[src/shared/adc_cfg_pkg.sv]
// Constants shared by the converter configuration register bank
package adc_cfg_pkg;

  localparam int ADDR_W = 13;
  localparam int DATA_W = 8;
  localparam int SAMPLE_W = 16;

  // Register byte addresses
  localparam logic [12:0] ADDR_PORT_CFG  = 13'h0000;
  localparam logic [12:0] ADDR_PART_ID   = 13'h0001;
  localparam logic [12:0] ADDR_GRADE     = 13'h0002;
  localparam logic [12:0] ADDR_POWER     = 13'h0008;
  localparam logic [12:0] ADDR_LOOP_EN   = 13'h0009;
  localparam logic [12:0] ADDR_LOOP_CTRL = 13'h000A;
  localparam logic [12:0] ADDR_BANDWIDTH = 13'h000F;
  localparam logic [12:0] ADDR_OUT_MODE  = 13'h0014;
  localparam logic [12:0] ADDR_DRIVE     = 13'h0015;
  localparam logic [12:0] ADDR_OUT_CLOCK = 13'h0016;
  localparam logic [12:0] ADDR_REF       = 13'h0018;
  localparam logic [12:0] ADDR_RATE_DIV  = 13'h0101;
  localparam logic [12:0] ADDR_OVERRANGE = 13'h0111;

  // Field positions
  localparam int BIT_ORDER_HI = 6;
  localparam int BIT_ORDER_LO = 1;
  localparam int SOFT_RST_HI = 5;
  localparam int SOFT_RST_LO = 2;
  localparam int CFG_FIXED_HI = 4;
  localparam int CFG_FIXED_LO = 3;
  localparam int GRADE_POS = 4;
  localparam int LOOP_EN_POS = 2;
  localparam int LOCK_POS = 7;
  localparam int AUTO_BAND_POS = 6;
  localparam int BW_POS = 5;
  localparam int VSTD_POS = 7;
  localparam int ILV_POS = 5;
  localparam int DIS_POS = 4;
  localparam int INV_POS = 2;
  localparam int DRV_HIGH_POS = 2;
  localparam int CLK_INV_POS = 7;
  localparam int EXT_REF_POS = 6;
  localparam int LOOP_RST_IND_POS = 7;
  localparam int OR_MODE_POS = 6;

  // Values after reset
  localparam logic [1:0] POWER_RST = 2'h0;
  localparam logic [5:0] MULT_RST = 6'h00;
  localparam logic [1:0] BW_RST = 2'h0;
  localparam logic [1:0] FMT_RST = 2'h0;
  localparam logic [1:0] DRV_HIGH_RST = 2'h0;
  localparam logic [1:0] DRV_LOW_RST = 2'h2;
  localparam logic [5:0] RATE_DIV_RST = 6'h00;
  localparam logic [5:0] OR_THRESH_RST = 6'h00;

  // Output sample encodings
  localparam logic [1:0] FMT_OFFSET = 2'h0;
  localparam logic [1:0] FMT_TWOS = 2'h1;
  localparam logic [1:0] FMT_GRAY = 2'h2;
  localparam logic [1:0] FMT_OFFSET_ALT = 2'h3;

  // Bandwidth codes
  localparam logic [1:0] BW_10M = 2'h0;
  localparam logic [1:0] BW_5M = 2'h1;
  localparam logic [1:0] BW_2M5 = 2'h2;
  localparam logic [1:0] BW_10M_ALT = 2'h3;

  typedef enum logic [1:0] {
    PWR_NORMAL,
    PWR_LOCAL_DOWN,
    PWR_STANDBY,
    PWR_SLEEP
  } power_state_t;

endpackage

[src/adc_config_register_bank.sv]
// Configuration and status register bank of the sigma-delta converter
//
// What this block does
// - Serial bits go LSB first if an order bit is 1, else MSB first.
// - Soft reset defaults all but port config, loop enable, loop control.
// - Power 0 normal, 1 local down, 2 standby with reference on, 3 sleep.
// - Bit 7 of the loop control byte shows the live loop lock state.
// - Loop control bit 6 enables auto band; bits 5:0 hold the multiplier.
// - The interleave bit puts both channels onto the 16-bit output bus when samples are at least two cycles apart.
// - The output-disable bit floats the data outputs.
// - The invert bit drives every data output bit inverted.
// - Two 2-bit drive-strength fields; the low-voltage one defaults to 2.
// - The reference select bit chooses the external reference.
// - Top overrange bit routes loop filter resets to the overrange pin.
// - A 6-bit output rate divider defaults to zero.
`timescale 1ns/1ps
`default_nettype none
module adc_config_register_bank
  import adc_cfg_pkg::*;
#(
  parameter logic [7:0] PART_ID_VALUE = 8'h5A,  // Arbitrary value
  parameter logic [1:0] GRADE_VALUE   = 2'h0    // Arbitrary value
)
(
  input  wire logic                          clk,
  input  wire logic                          sys_rst,
  input  wire logic                          reg_wr,
  input  wire logic                          reg_rd,
  input  wire logic [adc_cfg_pkg::ADDR_W-1:0] reg_addr,
  input  wire logic [adc_cfg_pkg::DATA_W-1:0] reg_wdata,
  output logic      [adc_cfg_pkg::DATA_W-1:0] reg_rdata,
  output logic                               reg_rd_valid,
  output logic                               bit_order_select,
  input  wire logic                          loop_lock_pin,
  input  wire logic                          loop_reset_event,
  input  wire logic                          overrange_detect,
  output logic                               overrange_pin,
  output logic                               multiplier_loop_enable,
  output logic                               auto_band_enable,
  output logic      [5:0]                    loop_multiplier_field,
  output adc_cfg_pkg::power_state_t          power_state_field,
  output logic                               core_powered_down,
  output logic                               reference_kept_on,
  output logic                               bw_10mhz,
  output logic                               bw_5mhz,
  output logic                               bw_2p5mhz,
  output logic                               output_voltage_standard,
  output logic      [1:0]                    drive_strength_high_v,
  output logic      [1:0]                    drive_strength_low_v,
  output logic                               data_clock_invert,
  output logic                               external_ref_select,
  output logic      [5:0]                    output_rate_divider,
  output logic                               overrange_indicator_mode,
  output logic      [5:0]                    overrange_threshold,
  input  wire logic [adc_cfg_pkg::SAMPLE_W-1:0] sample_a,
  input  wire logic [adc_cfg_pkg::SAMPLE_W-1:0] sample_b,
  input  wire logic                          sample_valid,
  output logic      [adc_cfg_pkg::SAMPLE_W-1:0] data_out,
  output logic                               data_oe,
  output logic                               data_valid,
  output logic                               data_is_b
);

  import adc_cfg_pkg::*;

  logic       lock_meta_r;
  logic       lock_sync_r;
  logic       interleave_r;
  logic       out_disable_r;
  logic       invert_r;
  logic [1:0] format_r;
  logic [1:0] bw_r;
  logic       loop_rst_ind_r;
  logic       soft_rst;
  logic       wr_hit_cfg;
  logic [7:0] rd_nxt;

  // Soft reset is a write to port config with either mirrored bit set
  assign wr_hit_cfg = reg_wr && (reg_addr == ADDR_PORT_CFG);
  assign soft_rst = wr_hit_cfg
                    && (reg_wdata[SOFT_RST_HI] || reg_wdata[SOFT_RST_LO]);

  // Lock pin is asynchronous to clk; two stages before use
  always_ff @(posedge clk)
  begin
    if (sys_rst)
    begin
      lock_meta_r <= 1'b0;
      lock_sync_r <= 1'b0;
    end
    else
    begin
      lock_meta_r <= loop_lock_pin;
      lock_sync_r <= lock_meta_r;
    end
  end

  // Port config: survives soft reset; either mirror bit sets the order
  always_ff @(posedge clk)
  begin
    if (sys_rst)
      bit_order_select <= 1'b0;
    else if (wr_hit_cfg)
      bit_order_select <= reg_wdata[BIT_ORDER_HI]
                          | reg_wdata[BIT_ORDER_LO];
  end

  // Loop enable and loop control: untouched by soft reset
  always_ff @(posedge clk)
  begin
    if (sys_rst)
    begin
      multiplier_loop_enable <= 1'b0;
      auto_band_enable <= 1'b0;
      loop_multiplier_field <= MULT_RST;
    end
    else if (reg_wr && reg_addr == ADDR_LOOP_EN)
      multiplier_loop_enable <= reg_wdata[LOOP_EN_POS];
    else if (reg_wr && reg_addr == ADDR_LOOP_CTRL)
    begin
      auto_band_enable <= reg_wdata[AUTO_BAND_POS];
      loop_multiplier_field <= reg_wdata[5:0];
    end
  end

  // Power, bandwidth and reference; soft reset returns defaults
  always_ff @(posedge clk)
  begin
    if (sys_rst || soft_rst)
    begin
      power_state_field <= power_state_t'(POWER_RST);
      bw_r <= BW_RST;
      external_ref_select <= 1'b0;
    end
    else if (reg_wr && reg_addr == ADDR_POWER)
      power_state_field <= power_state_t'(reg_wdata[1:0]);
    else if (reg_wr && reg_addr == ADDR_BANDWIDTH)
      bw_r <= reg_wdata[BW_POS+1:BW_POS];
    else if (reg_wr && reg_addr == ADDR_REF)
      external_ref_select <= reg_wdata[EXT_REF_POS];
  end

  // Output stage settings; soft reset returns defaults
  always_ff @(posedge clk)
  begin
    if (sys_rst || soft_rst)
    begin
      output_voltage_standard <= 1'b0;
      interleave_r <= 1'b0;
      out_disable_r <= 1'b0;
      invert_r <= 1'b0;
      format_r <= FMT_RST;
      drive_strength_high_v <= DRV_HIGH_RST;
      drive_strength_low_v <= DRV_LOW_RST;
      data_clock_invert <= 1'b0;
    end
    else if (reg_wr && reg_addr == ADDR_OUT_MODE)
    begin
      output_voltage_standard <= reg_wdata[VSTD_POS];
      interleave_r <= reg_wdata[ILV_POS];
      out_disable_r <= reg_wdata[DIS_POS];
      invert_r <= reg_wdata[INV_POS];
      format_r <= reg_wdata[1:0];
    end
    else if (reg_wr && reg_addr == ADDR_DRIVE)
    begin
      drive_strength_high_v <= reg_wdata[DRV_HIGH_POS+1:DRV_HIGH_POS];
      drive_strength_low_v <= reg_wdata[1:0];
    end
    else if (reg_wr && reg_addr == ADDR_OUT_CLOCK)
      data_clock_invert <= reg_wdata[CLK_INV_POS];
  end

  // Rate divider and overrange controls; soft reset returns defaults
  always_ff @(posedge clk)
  begin
    if (sys_rst || soft_rst)
    begin
      output_rate_divider <= RATE_DIV_RST;
      loop_rst_ind_r <= 1'b0;
      overrange_indicator_mode <= 1'b0;
      overrange_threshold <= OR_THRESH_RST;
    end
    else if (reg_wr && reg_addr == ADDR_RATE_DIV)
      output_rate_divider <= reg_wdata[5:0];
    else if (reg_wr && reg_addr == ADDR_OVERRANGE)
    begin
      loop_rst_ind_r <= reg_wdata[LOOP_RST_IND_POS];
      overrange_indicator_mode <= reg_wdata[OR_MODE_POS];
      overrange_threshold <= reg_wdata[5:0];
    end
  end

  // Decoded power and bandwidth controls, one cycle behind the fields
  always_ff @(posedge clk)
  begin
    if (sys_rst)
    begin
      core_powered_down <= 1'b0;
      reference_kept_on <= 1'b1;
      bw_10mhz <= 1'b1;
      bw_5mhz <= 1'b0;
      bw_2p5mhz <= 1'b0;
    end
    else
    begin
      core_powered_down <= power_state_field != PWR_NORMAL;
      reference_kept_on <= power_state_field == PWR_NORMAL
                           || power_state_field == PWR_STANDBY;
      bw_10mhz <= bw_r == BW_10M || bw_r == BW_10M_ALT;
      bw_5mhz <= bw_r == BW_5M;
      bw_2p5mhz <= bw_r == BW_2M5;
    end
  end

  // Overrange pin also carries loop resets when the indicator is on
  always_ff @(posedge clk)
  begin
    if (sys_rst)
      overrange_pin <= 1'b0;
    else
      overrange_pin <= overrange_detect
                       || (loop_rst_ind_r && loop_reset_event);
  end

  // Read mux; unmapped addresses read as zero
  always_comb
  begin
    rd_nxt = 8'h00;
    unique case (reg_addr)
      ADDR_PORT_CFG:  rd_nxt = {1'b0, bit_order_select, 1'b0, 1'b1, 1'b1,
                                1'b0, bit_order_select, 1'b0};
      ADDR_PART_ID:   rd_nxt = PART_ID_VALUE;
      ADDR_GRADE:     rd_nxt = {2'h0, GRADE_VALUE, 4'h0};
      ADDR_POWER:     rd_nxt = {6'h00, power_state_field};
      ADDR_LOOP_EN:   rd_nxt = {5'h00, multiplier_loop_enable, 2'h0};
      ADDR_LOOP_CTRL: rd_nxt = {lock_sync_r, auto_band_enable,
                                loop_multiplier_field};
      ADDR_BANDWIDTH: rd_nxt = {1'b0, bw_r, 5'h00};
      ADDR_OUT_MODE:  rd_nxt = {output_voltage_standard, 1'b0, interleave_r,
                                out_disable_r, 1'b0, invert_r, format_r};
      ADDR_DRIVE:     rd_nxt = {4'h0, drive_strength_high_v,
                                drive_strength_low_v};
      ADDR_OUT_CLOCK: rd_nxt = {data_clock_invert, 7'h00};
      ADDR_REF:       rd_nxt = {1'b0, external_ref_select, 6'h00};
      ADDR_RATE_DIV:  rd_nxt = {2'h0, output_rate_divider};
      ADDR_OVERRANGE: rd_nxt = {loop_rst_ind_r, overrange_indicator_mode,
                                overrange_threshold};
      default:        rd_nxt = 8'h00;
    endcase
  end

  // Read data registered; held until the next read
  always_ff @(posedge clk)
  begin
    if (sys_rst)
    begin
      reg_rdata <= 8'h00;
      reg_rd_valid <= 1'b0;
    end
    else
    begin
      reg_rd_valid <= reg_rd;
      if (reg_rd)
        reg_rdata <= rd_nxt;
    end
  end

  // Sample encoding and pin drive
  sample_formatter #(
    .W (SAMPLE_W)
  ) u_fmt (
    .clk          (clk),
    .sys_rst      (sys_rst),
    .sample_a     (sample_a),
    .sample_b     (sample_b),
    .sample_valid (sample_valid),
    .format_sel   (format_r),
    .invert       (invert_r),
    .interleave   (interleave_r),
    .out_disable  (out_disable_r),
    .data_out     (data_out),
    .data_oe      (data_oe),
    .data_valid   (data_valid),
    .data_is_b    (data_is_b)
  );

  property p_order_mirror;
    @(posedge clk) disable iff (sys_rst)
      wr_hit_cfg |=> bit_order_select
        == ($past(reg_wdata[6]) | $past(reg_wdata[1]));
  endproperty
  a_order_mirror: assert property (p_order_mirror)
    else $error("bit order not taken from config write");

  property p_soft_rst_keeps;
    @(posedge clk) disable iff (sys_rst)
      soft_rst |=> $stable(multiplier_loop_enable)
        && $stable(loop_multiplier_field) && power_state_field == PWR_NORMAL
        && drive_strength_low_v == DRV_LOW_RST && output_rate_divider == 6'h00;
  endproperty
  a_soft_rst_keeps: assert property (p_soft_rst_keeps)
    else $error("soft reset touched wrong registers");

  property p_power_decode;
    @(posedge clk) disable iff (sys_rst)
      power_state_field == PWR_STANDBY ##1 power_state_field == PWR_STANDBY
        |-> core_powered_down && reference_kept_on;
  endproperty
  a_power_decode: assert property (p_power_decode)
    else $error("standby decode wrong");

  property p_lock_read;
    @(posedge clk) disable iff (sys_rst)
      (reg_rd && reg_addr == ADDR_LOOP_CTRL)
        |=> reg_rd_valid && reg_rdata[LOCK_POS] == $past(lock_sync_r);
  endproperty
  a_lock_read: assert property (p_lock_read)
    else $error("lock flag not read back");

  property p_lock_track;
    @(posedge clk) disable iff (sys_rst)
      loop_lock_pin [*3] |-> lock_sync_r;
  endproperty
  a_lock_track: assert property (p_lock_track)
    else $error("lock sync stalled");

  property p_bw_decode;
    @(posedge clk) disable iff (sys_rst)
      bw_r == BW_2M5 |=> bw_2p5mhz && !bw_10mhz && !bw_5mhz;
  endproperty
  a_bw_decode: assert property (p_bw_decode)
    else $error("bandwidth decode wrong");

  property p_loop_reset_pin;
    @(posedge clk) disable iff (sys_rst)
      (loop_rst_ind_r && loop_reset_event) |=> overrange_pin;
  endproperty
  a_loop_reset_pin: assert property (p_loop_reset_pin)
    else $error("loop reset not shown on overrange pin");

  property p_loop_reset_quiet;
    @(posedge clk) disable iff (sys_rst)
      (!loop_rst_ind_r && !overrange_detect) |=> !overrange_pin;
  endproperty
  a_loop_reset_quiet: assert property (p_loop_reset_quiet)
    else $error("overrange pin set without cause");

endmodule
`default_nettype wire

[src/sample_formatter.sv]
// Output sample encoder: format, inversion, interleave and tristate
`timescale 1ns/1ps
`default_nettype none
module sample_formatter
  import adc_cfg_pkg::*;
#(
  parameter int W = adc_cfg_pkg::SAMPLE_W
)
(
  input  wire logic         clk,
  input  wire logic         sys_rst,
  input  wire logic [W-1:0] sample_a,
  input  wire logic [W-1:0] sample_b,
  input  wire logic         sample_valid,
  input  wire logic [1:0]   format_sel,
  input  wire logic         invert,
  input  wire logic         interleave,
  input  wire logic         out_disable,
  output logic      [W-1:0] data_out,
  output logic              data_oe,
  output logic              data_valid,
  output logic              data_is_b
);

  logic [W-1:0] pend_b_r;
  logic         pend_r;

  // Samples arrive as twos complement; re-encode for the pins
  function automatic logic [W-1:0] encode(input logic [W-1:0] s,
                                          input logic [1:0] f,
                                          input logic inv);
    logic [W-1:0] ob;
    logic [W-1:0] r;
    ob = {~s[W-1], s[W-2:0]};
    unique case (f)
      FMT_TWOS:   r = s;
      FMT_GRAY:   r = ob ^ (ob >> 1);
      default:    r = ob;
    endcase
    return inv ? ~r : r;
  endfunction

  // Second channel waits one cycle behind the first when interleaving
  always_ff @(posedge clk)
  begin
    if (sys_rst)
    begin
      pend_r <= 1'b0;
      pend_b_r <= '0;
    end
    else
    begin
      pend_r <= sample_valid && interleave;
      if (sample_valid)
        pend_b_r <= sample_b;
    end
  end

  // Registered pin drive; new samples outrank a pending one
  always_ff @(posedge clk)
  begin
    if (sys_rst)
    begin
      data_out <= '0;
      data_valid <= 1'b0;
      data_is_b <= 1'b0;
    end
    else if (sample_valid)
    begin
      data_out <= encode(sample_a, format_sel, invert);
      data_valid <= 1'b1;
      data_is_b <= 1'b0;
    end
    else if (pend_r)
    begin
      data_out <= encode(pend_b_r, format_sel, invert);
      data_valid <= 1'b1;
      data_is_b <= 1'b1;
    end
    else
    begin
      data_valid <= 1'b0;
      data_is_b <= 1'b0;
    end
  end

  // Enable low means the pins float
  always_ff @(posedge clk)
  begin
    if (sys_rst)
      data_oe <= 1'b0;
    else
      data_oe <= ~out_disable;
  end

  property p_oe_follows_disable;
    @(posedge clk) disable iff (sys_rst)
      out_disable |=> !data_oe;
  endproperty
  a_oe_follows_disable: assert property (p_oe_follows_disable)
    else $error("data outputs driven while disabled");

  property p_invert_twos;
    @(posedge clk) disable iff (sys_rst)
      (sample_valid && invert && format_sel == FMT_TWOS)
        |=> data_out == ~$past(sample_a);
  endproperty
  a_invert_twos: assert property (p_invert_twos)
    else $error("inverted sample mismatch");

  property p_offset_binary;
    @(posedge clk) disable iff (sys_rst)
      (sample_valid && !invert && (format_sel == FMT_OFFSET
        || format_sel == FMT_OFFSET_ALT))
        |=> data_out == ($past(sample_a) ^ {1'b1, {(W-1){1'b0}}});
  endproperty
  a_offset_binary: assert property (p_offset_binary)
    else $error("offset binary encoding wrong");

  property p_interleave_b;
    @(posedge clk) disable iff (sys_rst)
      (sample_valid && interleave) ##1 !sample_valid
        |=> data_is_b && data_valid;
  endproperty
  a_interleave_b: assert property (p_interleave_b)
    else $error("second channel missing after first");

endmodule
`default_nettype wire

[config.mk]
export PLATFORM = sky130hd
export DESIGN_NAME = adc_config_register_bank
export DESIGN_NICKNAME = d
export VERILOG_FILES = /design/src/shared/adc_cfg_pkg.sv /design/src/adc_config_register_bank.sv /design/src/sample_formatter.sv
export SDC_FILE = /design/constraint.sdc
export NUM_CORES = 1
export LEC_CHECK = 0
export BUFFER_PORTS_ARGS = -buffer_cell sky130_fd_sc_hd__buf_4
export CAP_MARGIN = 20
export CORE_MARGIN = 2
export CORE_UTILIZATION = 57
export DETAILED_ROUTE_END_ITERATION = 12
export PLACE_DENSITY = 0.86
export SYNTH_ARGS = -nofsm -noshare
export SYNTH_HDL_FRONTEND = slang
export SYNTH_SLANG_ARGS = --single-unit
export TNS_END_PERCENT = 50
[constraint.sdc]
create_clock -name clk -period 6.4 [get_ports clk]
set_clock_uncertainty 0.05 [all_clocks]
set_input_delay 0.32 -clock clk [delete_from_list [all_inputs] [get_ports clk]]
set_output_delay 0.32 -clock clk [all_outputs]
set_load 0.01 [all_outputs]
# Word level (Yosys, flattened, before mapping)

Cells that the tools add are included.

Flip-flop bits (word level): 92
Bits in latches: 0
Bits in writable memories: 0
Memory bits (read-only): 0
Logic and storage cells: 111
Memories: 0

$add $sub $neg: 0
Multiply operators: 0
Divide/modulo/power cells: 0
$lt $le $gt $ge: 0
Equal/unequal tests: 17
Shift operators: 0
Multiplexer cells: 14
Bitwise operators: 14
Reduce and logical (&&, ||, !) cells: 31

Operators by type and width:

| operator                                                         | count |
|---|---|
| 16-bit two-way mux                                               | 9 |
| 8-bit one-hot mux with 12 select lines                           | 1 |
| 16-bit one-hot mux with 2 select lines                           | 2 |
| 13-bit by 4-bit == test with 1-bit output, second input constant | 4 |
| 13-bit by 5-bit == test with 1-bit output, second input constant | 4 |
| 16-bit NOT                                                       | 2 |
| 16-bit by 15-bit XOR with 16-bit output                          | 2 |
| 13-bit by 9-bit == test with 1-bit output, second input constant | 2 |
| 1-bit logical AND                                                | 14 |
| 13-bit by 1-bit == test with 1-bit output, second input constant | 1 |
| 13-bit logical NOT                                               | 1 |
| 1-bit NOT                                                        | 9 |
| 2-bit == test, second input constant                             | 4 |
| 2-bit AND reduction                                              | 4 |
| 3-bit AND reduction                                              | 2 |
| 1-bit logical OR                                                 | 5 |
| 2-bit by 1-bit == test with 1-bit output, second input constant  | 2 |
| 2-bit logical NOT                                                | 2 |
| 2-bit nonzero test                                               | 2 |
| 1-bit two-way mux                                                | 2 |
| 2-bit OR reduction                                               | 1 |
| 1-bit bitwise OR                                                 | 1 |

# Logic depth before layout (Yosys ltp)

Depth in word-level cells: 10
Depth in mapped cells: 11
Gate-level depth less buffers: 7

# Modules after synthesis

From an unflattened synthesis, not the netlist that was laid out.

Cell total of the unflattened synthesis: 605
Area total of the unflattened synthesis: 5367.6 sq um

Modules (own cells, without submodules):

| module                   | times used | cells each | area each (sq um) | seq. area each (sq um) |
|---|---|---|---|---|
| adc_config_register_bank | 1          | 319        | 2730.1            | 1121.1 |
| sample_formatter         | 1          | 286        | 2637.5            | 720.7 |

# Least setup slack after synthesis

OpenSTA, ideal clock, no wires.

Kind: register to register
Start: reg format_r[0]
End: reg u_fmt.data_out[9]
Arrival: 1.915 ns
Data required time: 6.255 ns
Path slack: 4.340 ns
Cell stages (with the launch flop): 12
Path buffers: 4
Period minus slack after synthesis: 2.060 ns
Path through: dfxtp_1 > inv_1 > ha_1 > buf_2 > nor2b_1 > buf_2 > buf_4 > buf_6 > a21oi_1 > a31oi_1 > mux2i_1 > a221oi_1

Cells in the longest elaborated chain, start to end: 9
Elaborated cells on any way between the ends: 15
Those cells by class: eq/ne: 2; mux: 11; bitwise: 2

Ends and longest elaborated chain:

| element                                                                          | line                            | RTL |
|---|---|---|
| start: declaration                                                               | adc_config_register_bank.sv:71  | `logic [1:0] format_r;` |
| start signal: assignment                                                         | adc_config_register_bank.sv:163 | `format_r <= reg_wdata[1:0];` |
| 2-bit == test / 2-bit by 1-bit == test with 1-bit output (equally long branches) | sample_formatter.sv:35          | `unique case (f)` |
| 16-bit one-hot mux with 2 select lines                                           | sample_formatter.sv:35          |  |
| 16-bit two-way mux                                                               | sample_formatter.sv:74          | `else if (pend_r)` |
| 16-bit two-way mux                                                               | sample_formatter.sv:68          | `else if (sample_valid)` |
| 16-bit two-way mux                                                               | sample_formatter.sv:62          | `if (sys_rst)` |
| 16-bit NOT                                                                       | sample_formatter.sv:40          | `return inv ? ~r : r;` |
| 16-bit two-way mux                                                               | sample_formatter.sv:40          |  |
| 16-bit two-way mux                                                               | sample_formatter.sv:74          |  |
| 16-bit two-way mux *                                                             | sample_formatter.sv:68          |  |
| end signal: assignment                                                           | sample_formatter.sv:70          | `data_out <= encode(sample_a, format_sel, invert);` |
| end signal: assignment                                                           | sample_formatter.sv:76          | `data_out <= encode(pend_b_r, format_sel, invert);` |
| end: declaration                                                                 | sample_formatter.sv:19          | `output logic [W-1:0] data_out,` |

Mark *: on every way between the ends. The rest lies on a longest branch, timed or not. The select of a mux whose other input is x is not followed.
A chain may end at the register's enable or synchronous reset.

# Final worst setup path

Start: reg invert_r
End: reg u_fmt.data_out[2]

Cells in the longest elaborated chain, start to end: 3
Elaborated cells on any way between the ends: 4
Those cells by class: mux: 4

Ends and longest elaborated chain:

| element                  | line                            | RTL |
|---|---|---|
| start: declaration       | adc_config_register_bank.sv:70  | `logic invert_r;` |
| start signal: assignment | adc_config_register_bank.sv:162 | `invert_r <= reg_wdata[INV_POS];` |
| 16-bit two-way mux       | sample_formatter.sv:40          |  |
| 16-bit two-way mux       | sample_formatter.sv:74          |  |
| 16-bit two-way mux *     | sample_formatter.sv:68          |  |

Marks and branches as above.

==> results.cfg <==
[status]
status = completed

[cells_and_area]
syn_to_final_growth_pct = 23.7
finalNonFillerCells = 739
drive_gt1_frac = 0.243
num-nets-final = 694
fin_util = 0.720
diodes = 0

[sta]
period_needed_ns = 2.49
max-slew-margin-rel = 0.289
slew_viol_final = 0
maxClockFrequency_mhz = 401
finalCritPeriodShare = 0.390
worstMarginPinSlew_ns = 1.07
tns_ns = 0
hold_violations = 0
rsz0062_at_grt = no
setup_viol = 0

[synthesis]
ys.flop_type = dfxtp_1
ys_seq_area_frac = 0.391
synth_top_cell_area_share = 0.391
yosys_warnings = 0
synth_top_area_cell = dfxtp_1
ys_seq_elements = 92
syn-instance-count = 526
synth_edf_count = 0
syn-cell-area_um2 = 4710
synth_cell_types = 56
async_flop_share = 0
synthTopCellsByArea = dfxtp_1, mux2i_1, nor2_1, xor2_1, a21oi_1
syn_avg_cell_area_um2 = 8.96
synth_commonest_cells = dfxtp_1, nor2_1, mux2i_1
yosys.cell_count.top_type = dfxtp_1
synth_nets = 591

[critical_path]
cpPeakStageDelay_ns = 1.03
crit_slowest_cell = dfxtp_1
crit_type = register to register
cp_cell_sequence = and2_0, mux2i_1, a221oi_1
cp_max_fo = 20
r2r_cells = 3
crit_start = invert_r
cp.buffers_inverters = 0
cp.required_ns = 6.60
r2r_slack_ns = 3.91
worst_setup_path_end_kind = register
cp-start-kind = register
critPathArrivalTime_ns = 2.70
regToRegEndpoint = u_fmt.data_out[2]
cp_top_family = flip-flops
r2r_start = invert_r

[power]
power.leakage_uw = 0.00244
finalPower_uw = 1150
peakVddDrop_v = 0.000115
p_per_area_nw_per_um2 = 198

[clocking]
clockRootBuffer = clkbuf_8
ctsHoldBuffers = 0
clockBufferDepth = 2
clock-sinks = 92
htreeDepth = 3
cts-resized-gates = 0
clk_pin_slew_ns = 0.09
cts_tree = built
post_cts_buffers = 0
clock_latency_ns = 0.36
numCtsBuffers = 9

[routing]
vias_per_cell = 6.02
detail-route-antenna-nets = 0
first_pass_iters = 5
num_vias = 4449
dr.first_iter.drc_count = 235
drc_errors = 0
wire_per_inst_um = 17.6
wirelength_um = 13000

[min_path]
min_to = overrange_pin
whs_path_depth = 3
hold_class = input pin to register
hp-start = overrange_detect

[floorplanning]
dieArea_um2 = 9010
rows = 33
core_area_um2 = 8090
start_util = 0.582
dieHeight_um = 94.9
io_pins = 126
die_width_um = 94.9

[placed_design]
dp_cells = 723
routabilityCongestion = 0.934
hpwlAfterDp_um = 9060
io_buffers = 125

[global_routing]
grt_pass1_vias = 4206
grt_use_total = 0.290
grt_max_degree = 64
antenna_found_initial = 0
grt-ovfl-total = 0
grt_pass1_wl_um = 20400

[job]
drv_cap = 0
[routing by layer]
layer | GRT usage | vias up | routed length, um
met1 | 0.377 | 2090 | 5500
met4 | 0.127 | 0 | 333
met3 | 0.0471 | 33 | 1070
met2 | 0.476 | 229 | 6090
li1 | - | 2097 | -
met5 | 0 | - | 0
[cells in the final DEF (no fill, tap or decap), types with 2 or more instances in the layout]
cell	Yosys	final
a31oi_1	15	15
nand4_1	2	2
clkbuf_8	0	10
nand3_1	4	4
a32oi_1	3	3
inv_1	5	5
nand2_1	20	20
a221oi_1	14	14
dfxtp_1	92	92
nor2_1	77	77
nand2b_1	12	12
a22oi_1	18	18
nor3b_1	2	2
o21ai_0	14	14
or3_1	2	2
ha_1	4	4
or2_2	3	3
o21bai_1	2	2
clkinvlp_4	0	2
a211oi_1	8	8
a22o_1	2	2
o22ai_1	2	2
mux2i_1	69	69
nand4b_1	2	2
a21oi_1	39	39
nor3_1	10	10
buf_4	3	126
nor2b_1	14	13
xnor2_1	2	2
nand3b_1	2	2
xor2_1	31	31
[power by group]
part | switching (uW) | internal [uW] | leakage [uW] | total (uW)
Clock | 211 | 192 | 0.0000959 | 403
Sequential | 14.3 | 590 | 0.000752 | 604
Combinational | 75.0 | 72.8 | 0.00159 | 148
[worst max-delay path by stage]
stage | cells past startpoint | end
3_5_place_dp | 6 | overrange_indicator_mode
5_1_grt | 3 | u_fmt.data_out[2]
6_report | 3 | u_fmt.data_out[2]
4_1_cts | 3 | u_fmt.data_out[2]
2_1_floorplan | 11 | u_fmt.data_out[9]
3_3_place_gp | 6 | interleave_r
[final cells by class]
| type | instances | area (um^2) |
|---|---|---|
| Multi-Input combinational cell | 395 | 2690 |
| Timing Repair Buffer | 126 | 946 |
| Clock inverter | 5 | 58.8 |
| Sequential cell | 92 | 1840 |
| Clock buffer | 11 | 141 |
| Tap cell | 105 | 131 |
| Inverter | 5 | 18.8 |
| Fill cell | 615 | 2270 |
[sequential cells by signal (all words and copies together) (netlist names), 2 cells and up]
signal,cells
loop_multiplier_field,6
drive_strength_high_v,2
power_state_field,2
reg_rdata,8
u_fmt.data_out,16
drive_strength_low_v,2
output_rate_divider,6
u_fmt.pend_b_r,16
bw_r,2
overrange_threshold,6
format_r,2
[logic make-up (layout without fill, tap and decap cells)]
logic type,count (synthesis),count (layout),share of synthesized area
multiplexers,70,70,0.149
adder cells (fa/ha/maj),4,4,0.0106
AND/OR/NAND/NOR,164,164,0.177
XOR/XNOR,33,33,0.0614
flip-flops,92,92,0.391
buffers and inverters,39,147,0.0390
AO/OA/AOI/OAI,124,124,0.172
[worst register-to-register path, stage by stage, from the launching register on]
cell and delay (ns):
dfxtp_1 1.03, and2_0 0.75, mux2i_1 0.21, a221oi_1 0.35
[per-stage QoR]
stage	instance area (um^2)	setup WS [ns]	hold slack, ns
4_1_cts	5830	3.94	0.105
5_1_grt	5830	3.69	0.133
6_report	5830	3.91	0.114
3_5_place_dp	5630	3.96	0.392
2_1_floorplan	4710	4.34	0.363
3_3_place_gp	5630	4.02	0.382
No activity file was read; power rests on OpenSTA's default activity.
